### src/shared/cacc_cfg.svh
// register offsets, field positions and reset values for the capture/compare module
// assumes inclusion by the design file, the pin source model and the bench
`ifndef CACC_CFG_SVH
`define CACC_CFG_SVH

// ----------------------------------------
// register offsets (byte addresses)
// ----------------------------------------
`define CACC_OFS_MODE 4'h0
`define CACC_OFS_CCL 4'h1
`define CACC_OFS_CCH 4'h2
`define CACC_OFS_CTRL 4'h3
`define CACC_OFS_MASK 4'h4
`define CACC_OFS_CNTL 4'h5
`define CACC_OFS_CNTH 4'h6
`define CACC_OFS_PIN 4'h7

// ----------------------------------------
// mode register fields
// ----------------------------------------
`define CACC_MODE_ECCF 0
`define CACC_MODE_MAT 3
`define CACC_MODE_CAPN 4
`define CACC_MODE_CAPP 5
`define CACC_MODE_ECOM 6

// ----------------------------------------
// control/status fields
// ----------------------------------------
`define CACC_CTRL_FLAG 0
`define CACC_CTRL_RUN 6

// ----------------------------------------
// reset values
// ----------------------------------------
`define CACC_RST_MODE 8'h00
`define CACC_RST_MASK 8'h01
`define CACC_RST_CC 16'h0000
`define CACC_RST_CNT 16'h0000

// ----------------------------------------
// timing
// ----------------------------------------
`define CACC_PIN_HOLD_CYC 2

`endif

### src/shared/cacc_pkg.sv
// types shared by the capture/compare module
// assumes cacc_cfg.svh is compiled alongside
package cacc_pkg;
	typedef logic [7:0] cacc_byte_t;
	typedef logic [15:0] cacc_word_t;
	typedef logic [3:0] cacc_addr_t;
endpackage

### src/rtl/cacc_core.sv
// one capture/compare module with its free running 16-bit counter
// assumes a plain register port, asynchronous pin input and one 50 MHz clock
`timescale 1ns/1ns
`include "cacc_cfg.svh"

module cacc_core #(
	parameter int CNT_W = 16
) (
	clk,
	sys_rst,
	reg_addr,
	reg_wdata,
	reg_wr,
	reg_rd,
	reg_rdata,
	module_capture_pin,
	irq
);
	input wire logic clk;
	input wire logic sys_rst;
	input wire cacc_pkg::cacc_addr_t reg_addr;
	input wire cacc_pkg::cacc_byte_t reg_wdata;
	input wire logic reg_wr;
	input wire logic reg_rd;
	output cacc_pkg::cacc_byte_t reg_rdata;
	input wire logic module_capture_pin;
	output logic irq;

	// ----------------------------------------
	// state
	// ----------------------------------------
	logic [7:0] module_mode_register_ff, nxt_module_mode_register;
	logic [CNT_W-1:0] capcomp_ff, nxt_capcomp;
	logic [CNT_W-1:0] count_ff, nxt_count;
	logic run_ff, nxt_run;
	logic capcomp_flag_ff, nxt_capcomp_flag;
	logic [7:0] mask_ff, nxt_mask;
	logic [7:0] rdata_ff, nxt_rdata;
	logic irq_ff, nxt_irq;
	logic sync1_ff, sync2_ff, prev_ff;

	logic rise, fall, cap_hit, cmp_hit, event_hit;
	logic compare_enable, match_flag_enable;
	logic rising_capture_enable, falling_capture_enable;

	function automatic logic addr_is(input cacc_pkg::cacc_addr_t a, input cacc_pkg::cacc_addr_t o);
		return a == o;
	endfunction

	assign compare_enable = module_mode_register_ff[`CACC_MODE_ECOM];
	assign match_flag_enable = module_mode_register_ff[`CACC_MODE_MAT];
	assign rising_capture_enable = module_mode_register_ff[`CACC_MODE_CAPP];
	assign falling_capture_enable = module_mode_register_ff[`CACC_MODE_CAPN];

	// ----------------------------------------
	// pin synchroniser
	// ----------------------------------------
	// sync and sample
	always_ff @(posedge clk or posedge sys_rst) begin
		if (sys_rst) begin
			sync1_ff <= 1'b0;
			sync2_ff <= 1'b0;
			prev_ff <= 1'b0;
		end else begin
			sync1_ff <= module_capture_pin;
			sync2_ff <= sync1_ff;
			prev_ff <= sync2_ff;
		end
	end

	assign rise = sync2_ff & ~prev_ff;
	assign fall = ~sync2_ff & prev_ff;
	assign cap_hit = (rise & rising_capture_enable) | (fall & falling_capture_enable);
	assign cmp_hit = compare_enable & match_flag_enable & (count_ff == capcomp_ff);
	assign event_hit = cap_hit | cmp_hit;

	// ----------------------------------------
	// next state
	// ----------------------------------------
	always_comb begin
		nxt_module_mode_register = module_mode_register_ff;
		nxt_capcomp = capcomp_ff;
		nxt_count = run_ff ? count_ff + CNT_W'(1) : count_ff;
		nxt_run = run_ff;
		nxt_capcomp_flag = capcomp_flag_ff;
		nxt_mask = mask_ff;
		nxt_rdata = 8'h00;
		if (reg_wr) begin
			if (addr_is(reg_addr, `CACC_OFS_MODE)) begin
				nxt_module_mode_register = reg_wdata;
			end else if (addr_is(reg_addr, `CACC_OFS_CCL)) begin
				nxt_capcomp[7:0] = reg_wdata;
				nxt_module_mode_register[`CACC_MODE_ECOM] = 1'b0;
			end else if (addr_is(reg_addr, `CACC_OFS_CCH)) begin
				nxt_capcomp[CNT_W-1:8] = reg_wdata[CNT_W-9:0];
				nxt_module_mode_register[`CACC_MODE_ECOM] = 1'b1;
			end else if (addr_is(reg_addr, `CACC_OFS_CTRL)) begin
				nxt_run = reg_wdata[`CACC_CTRL_RUN];
				if (reg_wdata[`CACC_CTRL_FLAG]) begin
					nxt_capcomp_flag = 1'b0;
				end
			end else if (addr_is(reg_addr, `CACC_OFS_MASK)) begin
				nxt_mask = reg_wdata;
			end else if (addr_is(reg_addr, `CACC_OFS_CNTL)) begin
				nxt_count[7:0] = reg_wdata;
			end else if (addr_is(reg_addr, `CACC_OFS_CNTH)) begin
				nxt_count[CNT_W-1:8] = reg_wdata[CNT_W-9:0];
			end
		end
		if (cap_hit) begin
			nxt_capcomp = count_ff;
		end
		if (event_hit) begin
			nxt_capcomp_flag = 1'b1;
		end
		if (reg_rd) begin
			if (addr_is(reg_addr, `CACC_OFS_MODE)) begin
				nxt_rdata = module_mode_register_ff;
			end else if (addr_is(reg_addr, `CACC_OFS_CCL)) begin
				nxt_rdata = capcomp_ff[7:0];
			end else if (addr_is(reg_addr, `CACC_OFS_CCH)) begin
				nxt_rdata = capcomp_ff[CNT_W-1:8];
			end else if (addr_is(reg_addr, `CACC_OFS_CTRL)) begin
				nxt_rdata = 8'h00;
				nxt_rdata[`CACC_CTRL_RUN] = run_ff;
				nxt_rdata[`CACC_CTRL_FLAG] = capcomp_flag_ff;
			end else if (addr_is(reg_addr, `CACC_OFS_MASK)) begin
				nxt_rdata = mask_ff;
			end else if (addr_is(reg_addr, `CACC_OFS_CNTL)) begin
				nxt_rdata = count_ff[7:0];
			end else if (addr_is(reg_addr, `CACC_OFS_CNTH)) begin
				nxt_rdata = count_ff[CNT_W-1:8];
			end else if (addr_is(reg_addr, `CACC_OFS_PIN)) begin
				nxt_rdata = {7'h00, sync2_ff};
			end
		end
		nxt_irq = nxt_capcomp_flag & nxt_mask[`CACC_CTRL_FLAG]
			& nxt_module_mode_register[`CACC_MODE_ECCF];
	end

	// ----------------------------------------
	// registers
	// ----------------------------------------
	always_ff @(posedge clk or posedge sys_rst) begin
		if (sys_rst) begin
			module_mode_register_ff <= `CACC_RST_MODE;
			capcomp_ff <= `CACC_RST_CC;
			count_ff <= CNT_W'(`CACC_RST_CNT);
			run_ff <= 1'b0;
			capcomp_flag_ff <= 1'b0;
			mask_ff <= `CACC_RST_MASK;
			rdata_ff <= 8'h00;
			irq_ff <= 1'b0;
		end else begin
			module_mode_register_ff <= nxt_module_mode_register;
			capcomp_ff <= nxt_capcomp;
			count_ff <= nxt_count;
			run_ff <= nxt_run;
			capcomp_flag_ff <= nxt_capcomp_flag;
			mask_ff <= nxt_mask;
			rdata_ff <= nxt_rdata;
			irq_ff <= nxt_irq;
		end
	end

	assign reg_rdata = rdata_ff;
	assign irq = irq_ff;
endmodule

### config.mk
export PLATFORM = sky130hd
export DESIGN_NAME = cacc_core
export DESIGN_NICKNAME = d
export VERILOG_FILES = /design/src/shared/cacc_pkg.sv /design/src/rtl/cacc_core.sv
export VERILOG_INCLUDE_DIRS = /design/src /design/src/shared
export SDC_FILE = /design/constraint.sdc
export NUM_CORES = 1
export LEC_CHECK = 0
export BUFFER_PORTS_ARGS = -buffer_cell sky130_fd_sc_hd__buf_2
export CELL_PAD_IN_SITES_DETAIL_PLACEMENT = 0
export CELL_PAD_IN_SITES_GLOBAL_PLACEMENT = 1
export CORE_MARGIN = 2
export CORE_UTILIZATION = 45
export CTS_CLUSTER_DIAMETER = 80
export DETAILED_ROUTE_END_ITERATION = 7
export PLACE_DENSITY = 0.84
export SLEW_MARGIN = 20
export SYNTH_ARGS = -nofsm -noshare
export SYNTH_HDL_FRONTEND = slang
export SYNTH_SLANG_ARGS = --single-unit
### constraint.sdc
create_clock -name clk -period 3.35 [get_ports clk]
set_input_delay 0.1675 -clock clk [delete_from_list [all_inputs] [get_ports clk]]
set_output_delay 0.1675 -clock clk [all_outputs]
set_load 0.05 [all_outputs]
# == Word level (Yosys, flattened, before mapping) ==
# Cells that the tools add are included.
# op_classes
n_addsub,1
n_eq_ne,10
muxes,43
n_bitwise,16
n_reduce_logical,11
# ops
op,n
16-bit 2-to-1 mux,10
8-bit 2-to-1 mux,14
1-bit 2-to-1 mux,19
16-bit by 1-bit adder with 16-bit output (second input constant),1
16-bit == test,1
4-bit by 3-bit == test with 1-bit output (second input constant),4
1-bit AND,8
4-bit by 2-bit == test with 1-bit output (second input constant),2
1-bit NOT,6
6-bit AND reduction,1
2-bit nonzero test,3
5-bit AND reduction,1
4-bit by 1-bit == test with 1-bit output (second input constant),1
4-bit zero test,1
2-bit inequality test (second input constant),2
2-bit AND reduction,2
4-bit AND reduction,1
3-bit AND reduction,1
3-bit nonzero test,1
1-bit OR,2
# word_totals
ff_bits,62
input_bits,17
output_inout_bits,9

# == Longest topological paths before layout ==
# logic_depth
word_depth,10
mapped_depth,6

# == Worst setup path after synthesis ==
# OpenSTA, ideal clock, no wires.
# synth_timing
kind,reg2reg
startpoint,reg count_ff[3]
endpoint,reg count_ff[15]
arrival_ns,1.463
t_required_ns,3.213
setup_slack_ns,1.750
stages_incl_launch_ff,6
cell_sequence,dfrtp_1 -> clkbuf_1 -> nand4_1 -> or2_2 -> o311ai_0 -> nand3_1
# synth_via
elab_chain_len,10
# synth_lines
item,line_no,rtl
start: declaration,cacc_core.sv:34,"logic [CNT_W-1:0] count_ff, nxt_count;"
start signal: assignment,cacc_core.sv:148,count_ff <= CNT_W'(`CACC_RST_CNT);
start signal: assignment,cacc_core.sv:157,count_ff <= nxt_count;
16-bit by 1-bit adder with 16-bit output *,cacc_core.sv:83,nxt_count = run_ff ? count_ff + CNT_W'(1) : count_ff;
16-bit 2-to-1 mux *,cacc_core.sv:83,
8-bit 2-to-1 mux,cacc_core.sv:106,"end else if (addr_is(reg_addr, `CACC_OFS_CNTH)) begin"
8-bit 2-to-1 mux,cacc_core.sv:104,"end else if (addr_is(reg_addr, `CACC_OFS_CNTL)) begin"
16-bit 2-to-1 mux,cacc_core.sv:102,"end else if (addr_is(reg_addr, `CACC_OFS_MASK)) begin"
16-bit 2-to-1 mux,cacc_core.sv:97,"end else if (addr_is(reg_addr, `CACC_OFS_CTRL)) begin"
16-bit 2-to-1 mux,cacc_core.sv:94,"end else if (addr_is(reg_addr, `CACC_OFS_CCH)) begin"
16-bit 2-to-1 mux,cacc_core.sv:91,"end else if (addr_is(reg_addr, `CACC_OFS_CCL)) begin"
16-bit 2-to-1 mux,cacc_core.sv:89,"if (addr_is(reg_addr, `CACC_OFS_MODE)) begin"
16-bit 2-to-1 mux *,cacc_core.sv:88,if (reg_wr) begin
via nxt_count[15],cacc_core.sv:34,
# The timed path passes the listed nets; every way through them passes the cells marked *.
# A chain may end at the register's enable or synchronous reset.

# == Final worst setup path ==
# layout_timing
startpoint,in reg_addr[0]
endpoint,reg count_ff[5]
# layout_via
elab_chain_len,8
# layout_lines
item,line_no,rtl
start: declaration,cacc_core.sv:21,input wire cacc_pkg::cacc_addr_t reg_addr;
4-bit by 3-bit == test with 1-bit output,cacc_core.sv:47,return a == o;
8-bit 2-to-1 mux,cacc_core.sv:104,
16-bit 2-to-1 mux,cacc_core.sv:102,
16-bit 2-to-1 mux,cacc_core.sv:97,
16-bit 2-to-1 mux,cacc_core.sv:94,
16-bit 2-to-1 mux,cacc_core.sv:91,
16-bit 2-to-1 mux *,cacc_core.sv:89,
16-bit 2-to-1 mux *,cacc_core.sv:88,
via nxt_count[5],cacc_core.sv:34,
# Marks and branches as above.

==> results.md <==
* Yosys top cell by area: dfrtp_1
* First-pass GRT wire length at 14600 um
* Setup TNS at 0 ns
* Worst hold slack at 0.0115 ns
* Via density at 5.71
* Syn Area/Cell at 9.63 um^2
* Buffers plus inverters on the worst setup path at 1
* CTS Sinks at 62
* Post-CTS Resized at 0
* Core area at 0.00761 mm^2
* Clk_lat worst skew at 0.35 ns
* Slowest cell on crit path: nor2b_1
* Synth Flop Type: dfrtp_1
* Fin. Hold Viols at 0
* Vias post-DR at 2759
* Ys Warns at 0
* Final #Nets at 394
* Sequential share of the synthesized area at 44.7%
* Max incr delay on CP at 0.89 ns
* Row cnt at 32
* Crit path required time at 3.62 ns
* Final period util at 56.9%
* RSZ-0062 raised after global routing: false
* DIE AREA at 0.00845 mm^2
* Ant. Diodes at 0
* Drt first pass iters at 5
* CTS Root Cell: clkbuf_8
* Worst path top cell family by delay: simple AND/OR/NAND/NOR gates
* Power Dens Cells at 685 mW/mm^2
* Power, Total at 2.63 mW
* Clk buf depth at 2
* Syn Std Cell Area at 0.00348 mm^2
* Least-Margin Pin Slew at 1.10 ns
* Count of flip-flops with a built-in enable after synthesis at 0
* Drc violations at 0
* Buffers on Ports at 25
* Number of global-route vias before repair at 2578
* Leading post-synthesis cells by cell area: dfrtp_1 (44%), nand2_1 (5.9%), mux2i_1 (5.8%)
* Most frequent CP cell: nor2b_1
* TritonCTS Buffers at 9
* Average wire per standard cell at 19.0 um
* Status: finished clean
* Setup ws final at 1.44 ns
* Initial DRC count at 248
* Max Slew Vio Count at 0
* Final WL at 9150 um
* Yosys cell types at 55
* Pre-CTS WS at 1.15 ns
* Antenna Nets Post-Route at 0
* Asr flop ratio synth at 100%
* Chip height at 91.9 um
* Worst-path cell chain: buf_2 > nor2b_1 > nor2b_1 > nand2_1 > o21ai_0
* Layout cells sized above 1 at 18.1%
* CTS clock-pin slew for the worst setup and hold paths at 0.07 ns
* DP HPWL at 6280 um
* Largest net degree at the start of global routing at 43
* Max VDD drop at 0.262 mV
* Final GP Congestion at 0.865
* Share of the synthesized area in the top cell type at 43.9%
* CTS tree: built
* Postcts setup bufs at 0
* Max cap viols at 0
* Starting Density at 45.7%
* Synth-to-Final Area Change at 10.3%
* Fmax at 0.525 GHz
* Clock skew at 0.00436 ns
* Worst-path maximum fanout at 34
* Slew Limit Headroom at 26.6%
* GRT Util Overall at 23.0%
* Min Tclk post-route at 1.91 ns
* Total gr overflow at 0
* Hold Crit Class: input port to asynchronous set/reset pin
* CP Class: input port to register
* H-tree level count at 3
* Seq cells post-synth at 62
* Antenna violations before repair at 0
* Final setup viols at 0
* WP data arrival at 2.17 ns
* Setup crit end kind: register
* CP startpoint kind: input port
* Ports at 26
* Mapped Cells at 361
* Syn_nets at 379
* Leakage Power at 1.68 nW
* Die W at 91.9 um
## state kept, by name, indices dropped and copies added, names as in the netlist
| name | cells |
|---|---|
| mask_ff | 8 |
| sync1_ff | 1 |
| reg_rdata | 8 |
| irq | 1 |
| prev_ff | 1 |
| sync2_ff | 1 |
| capcomp_ff | 16 |
| capcomp_flag_ff | 1 |
| run_ff | 1 |
| module_mode_register_ff | 8 |
| count_ff | 16 |
## path summary, 6_finish.rpt
path	start	cells after the start	slack, ns	endpoint
max	reg_addr[0]	5	1.44	count_ff[5]
min	sys_rst	2	0.01	count_ff[10]
min reg2reg	sync1_ff	0	0.36	sync2_ff
min in group clk	reg_wdata[7]	3	0.14	count_ff[7]
max in group asynchronous	sys_rst	3	2.53	capcomp_flag_ff
max reg2reg	count_ff[0]	4	1.47	count_ff[15]
## repair_timing
item                                    CTS  global route
hold buffers                              1             0
endpoints found under the setup margin    0             0
endpoints found under the hold margin     1             0
## cell families (layout without fill, tap and decap cells)
family	Yosys count	in the layout	synth area share [%]
and+or+nand+nor	120	120	17.8
xor gates and xnor gates	29	29	7.30
muxes	37	37	11.6
AOI/OAI and AO/OA	79	79	14.0
DFF	62	62	44.7
adders and majority gates	1	1	0.360
buffers and inverters	33	53	4.28
## cell usage in the layout, fill, tap and decap left out, types with 8 or more instances in the layout
master / count
nand2_1: 55
o21ai_0: 34
nor2_1: 10
dfrtp_1: 61
clkbuf_8: 9
a21oi_1: 13
xor2_1: 21
mux2_2: 16
buf_2: 25
mux2i_1: 20
nand3_1: 8
xnor2_1: 8
## metal layers
metal  wire, um  vias up  GRT usage, %
met2       4310       87          35.2
li1           -     1316             -
met5          0        -             0
met1       4210     1338          32.7
met4        184        0          7.34
met3        443       18          4.93
## layout make-up
| class | count | area, um^2 |
|---|---|---|
| clock buffer | 11 | 131 |
| tap | 102 | 128 |
| clock inverter | 5 | 50.0 |
| inverter | 8 | 30.0 |
| sequential | 62 | 1550 |
| fill | 720 | 3770 |
| timing repair buffer | 29 | 158 |
| multi-input combinational | 266 | 1790 |
## through the flow
step           cells  cell area [um^2]  util [%]
6_report         483              3840      50.4
5_1_grt          483              3840      50.4
4_1_cts          483              3830      50.3
3_5_place_dp     466              3640      47.8
3_3_place_gp     466              3640      47.8
2_1_floorplan    361              3480         -
## report_power, final
group | leakage [nW] | total [mW] | switching [mW] | internal [mW]
sequential | 0.760 | 1.32 | 0.338 | 0.980
combinational | 0.824 | 0.686 | 0.358 | 0.328
clock | 0.0968 | 0.624 | 0.285 | 0.338
total | 1.68 | 2.63 | 0.982 | 1.65
## cell usage after synthesis (3+ instances only)
| library cell | n |
|---|---|
| mux2_2 | 16 |
| nor2b_1 | 5 |
| o21ai_1 | 3 |
| o211ai_1 | 3 |
| nand4_1 | 3 |
| nor2_1 | 10 |
| xnor2_1 | 8 |
| a21boi_0 | 7 |
| nor3_1 | 7 |
| buf_2 | 7 |
| nand3b_1 | 7 |
| clkbuf_1 | 11 |
| nor4_1 | 5 |
| nand2_1 | 55 |
| buf_1 | 4 |
| a21oi_1 | 13 |
| nand3_1 | 8 |
| o21ai_0 | 34 |
| and3_1 | 4 |
| inv_1 | 8 |
| mux2i_1 | 20 |
| dfrtp_1 | 61 |
| xor2_1 | 21 |
| a211oi_1 | 4 |
No activity file was read; power rests on OpenSTA's default activity.
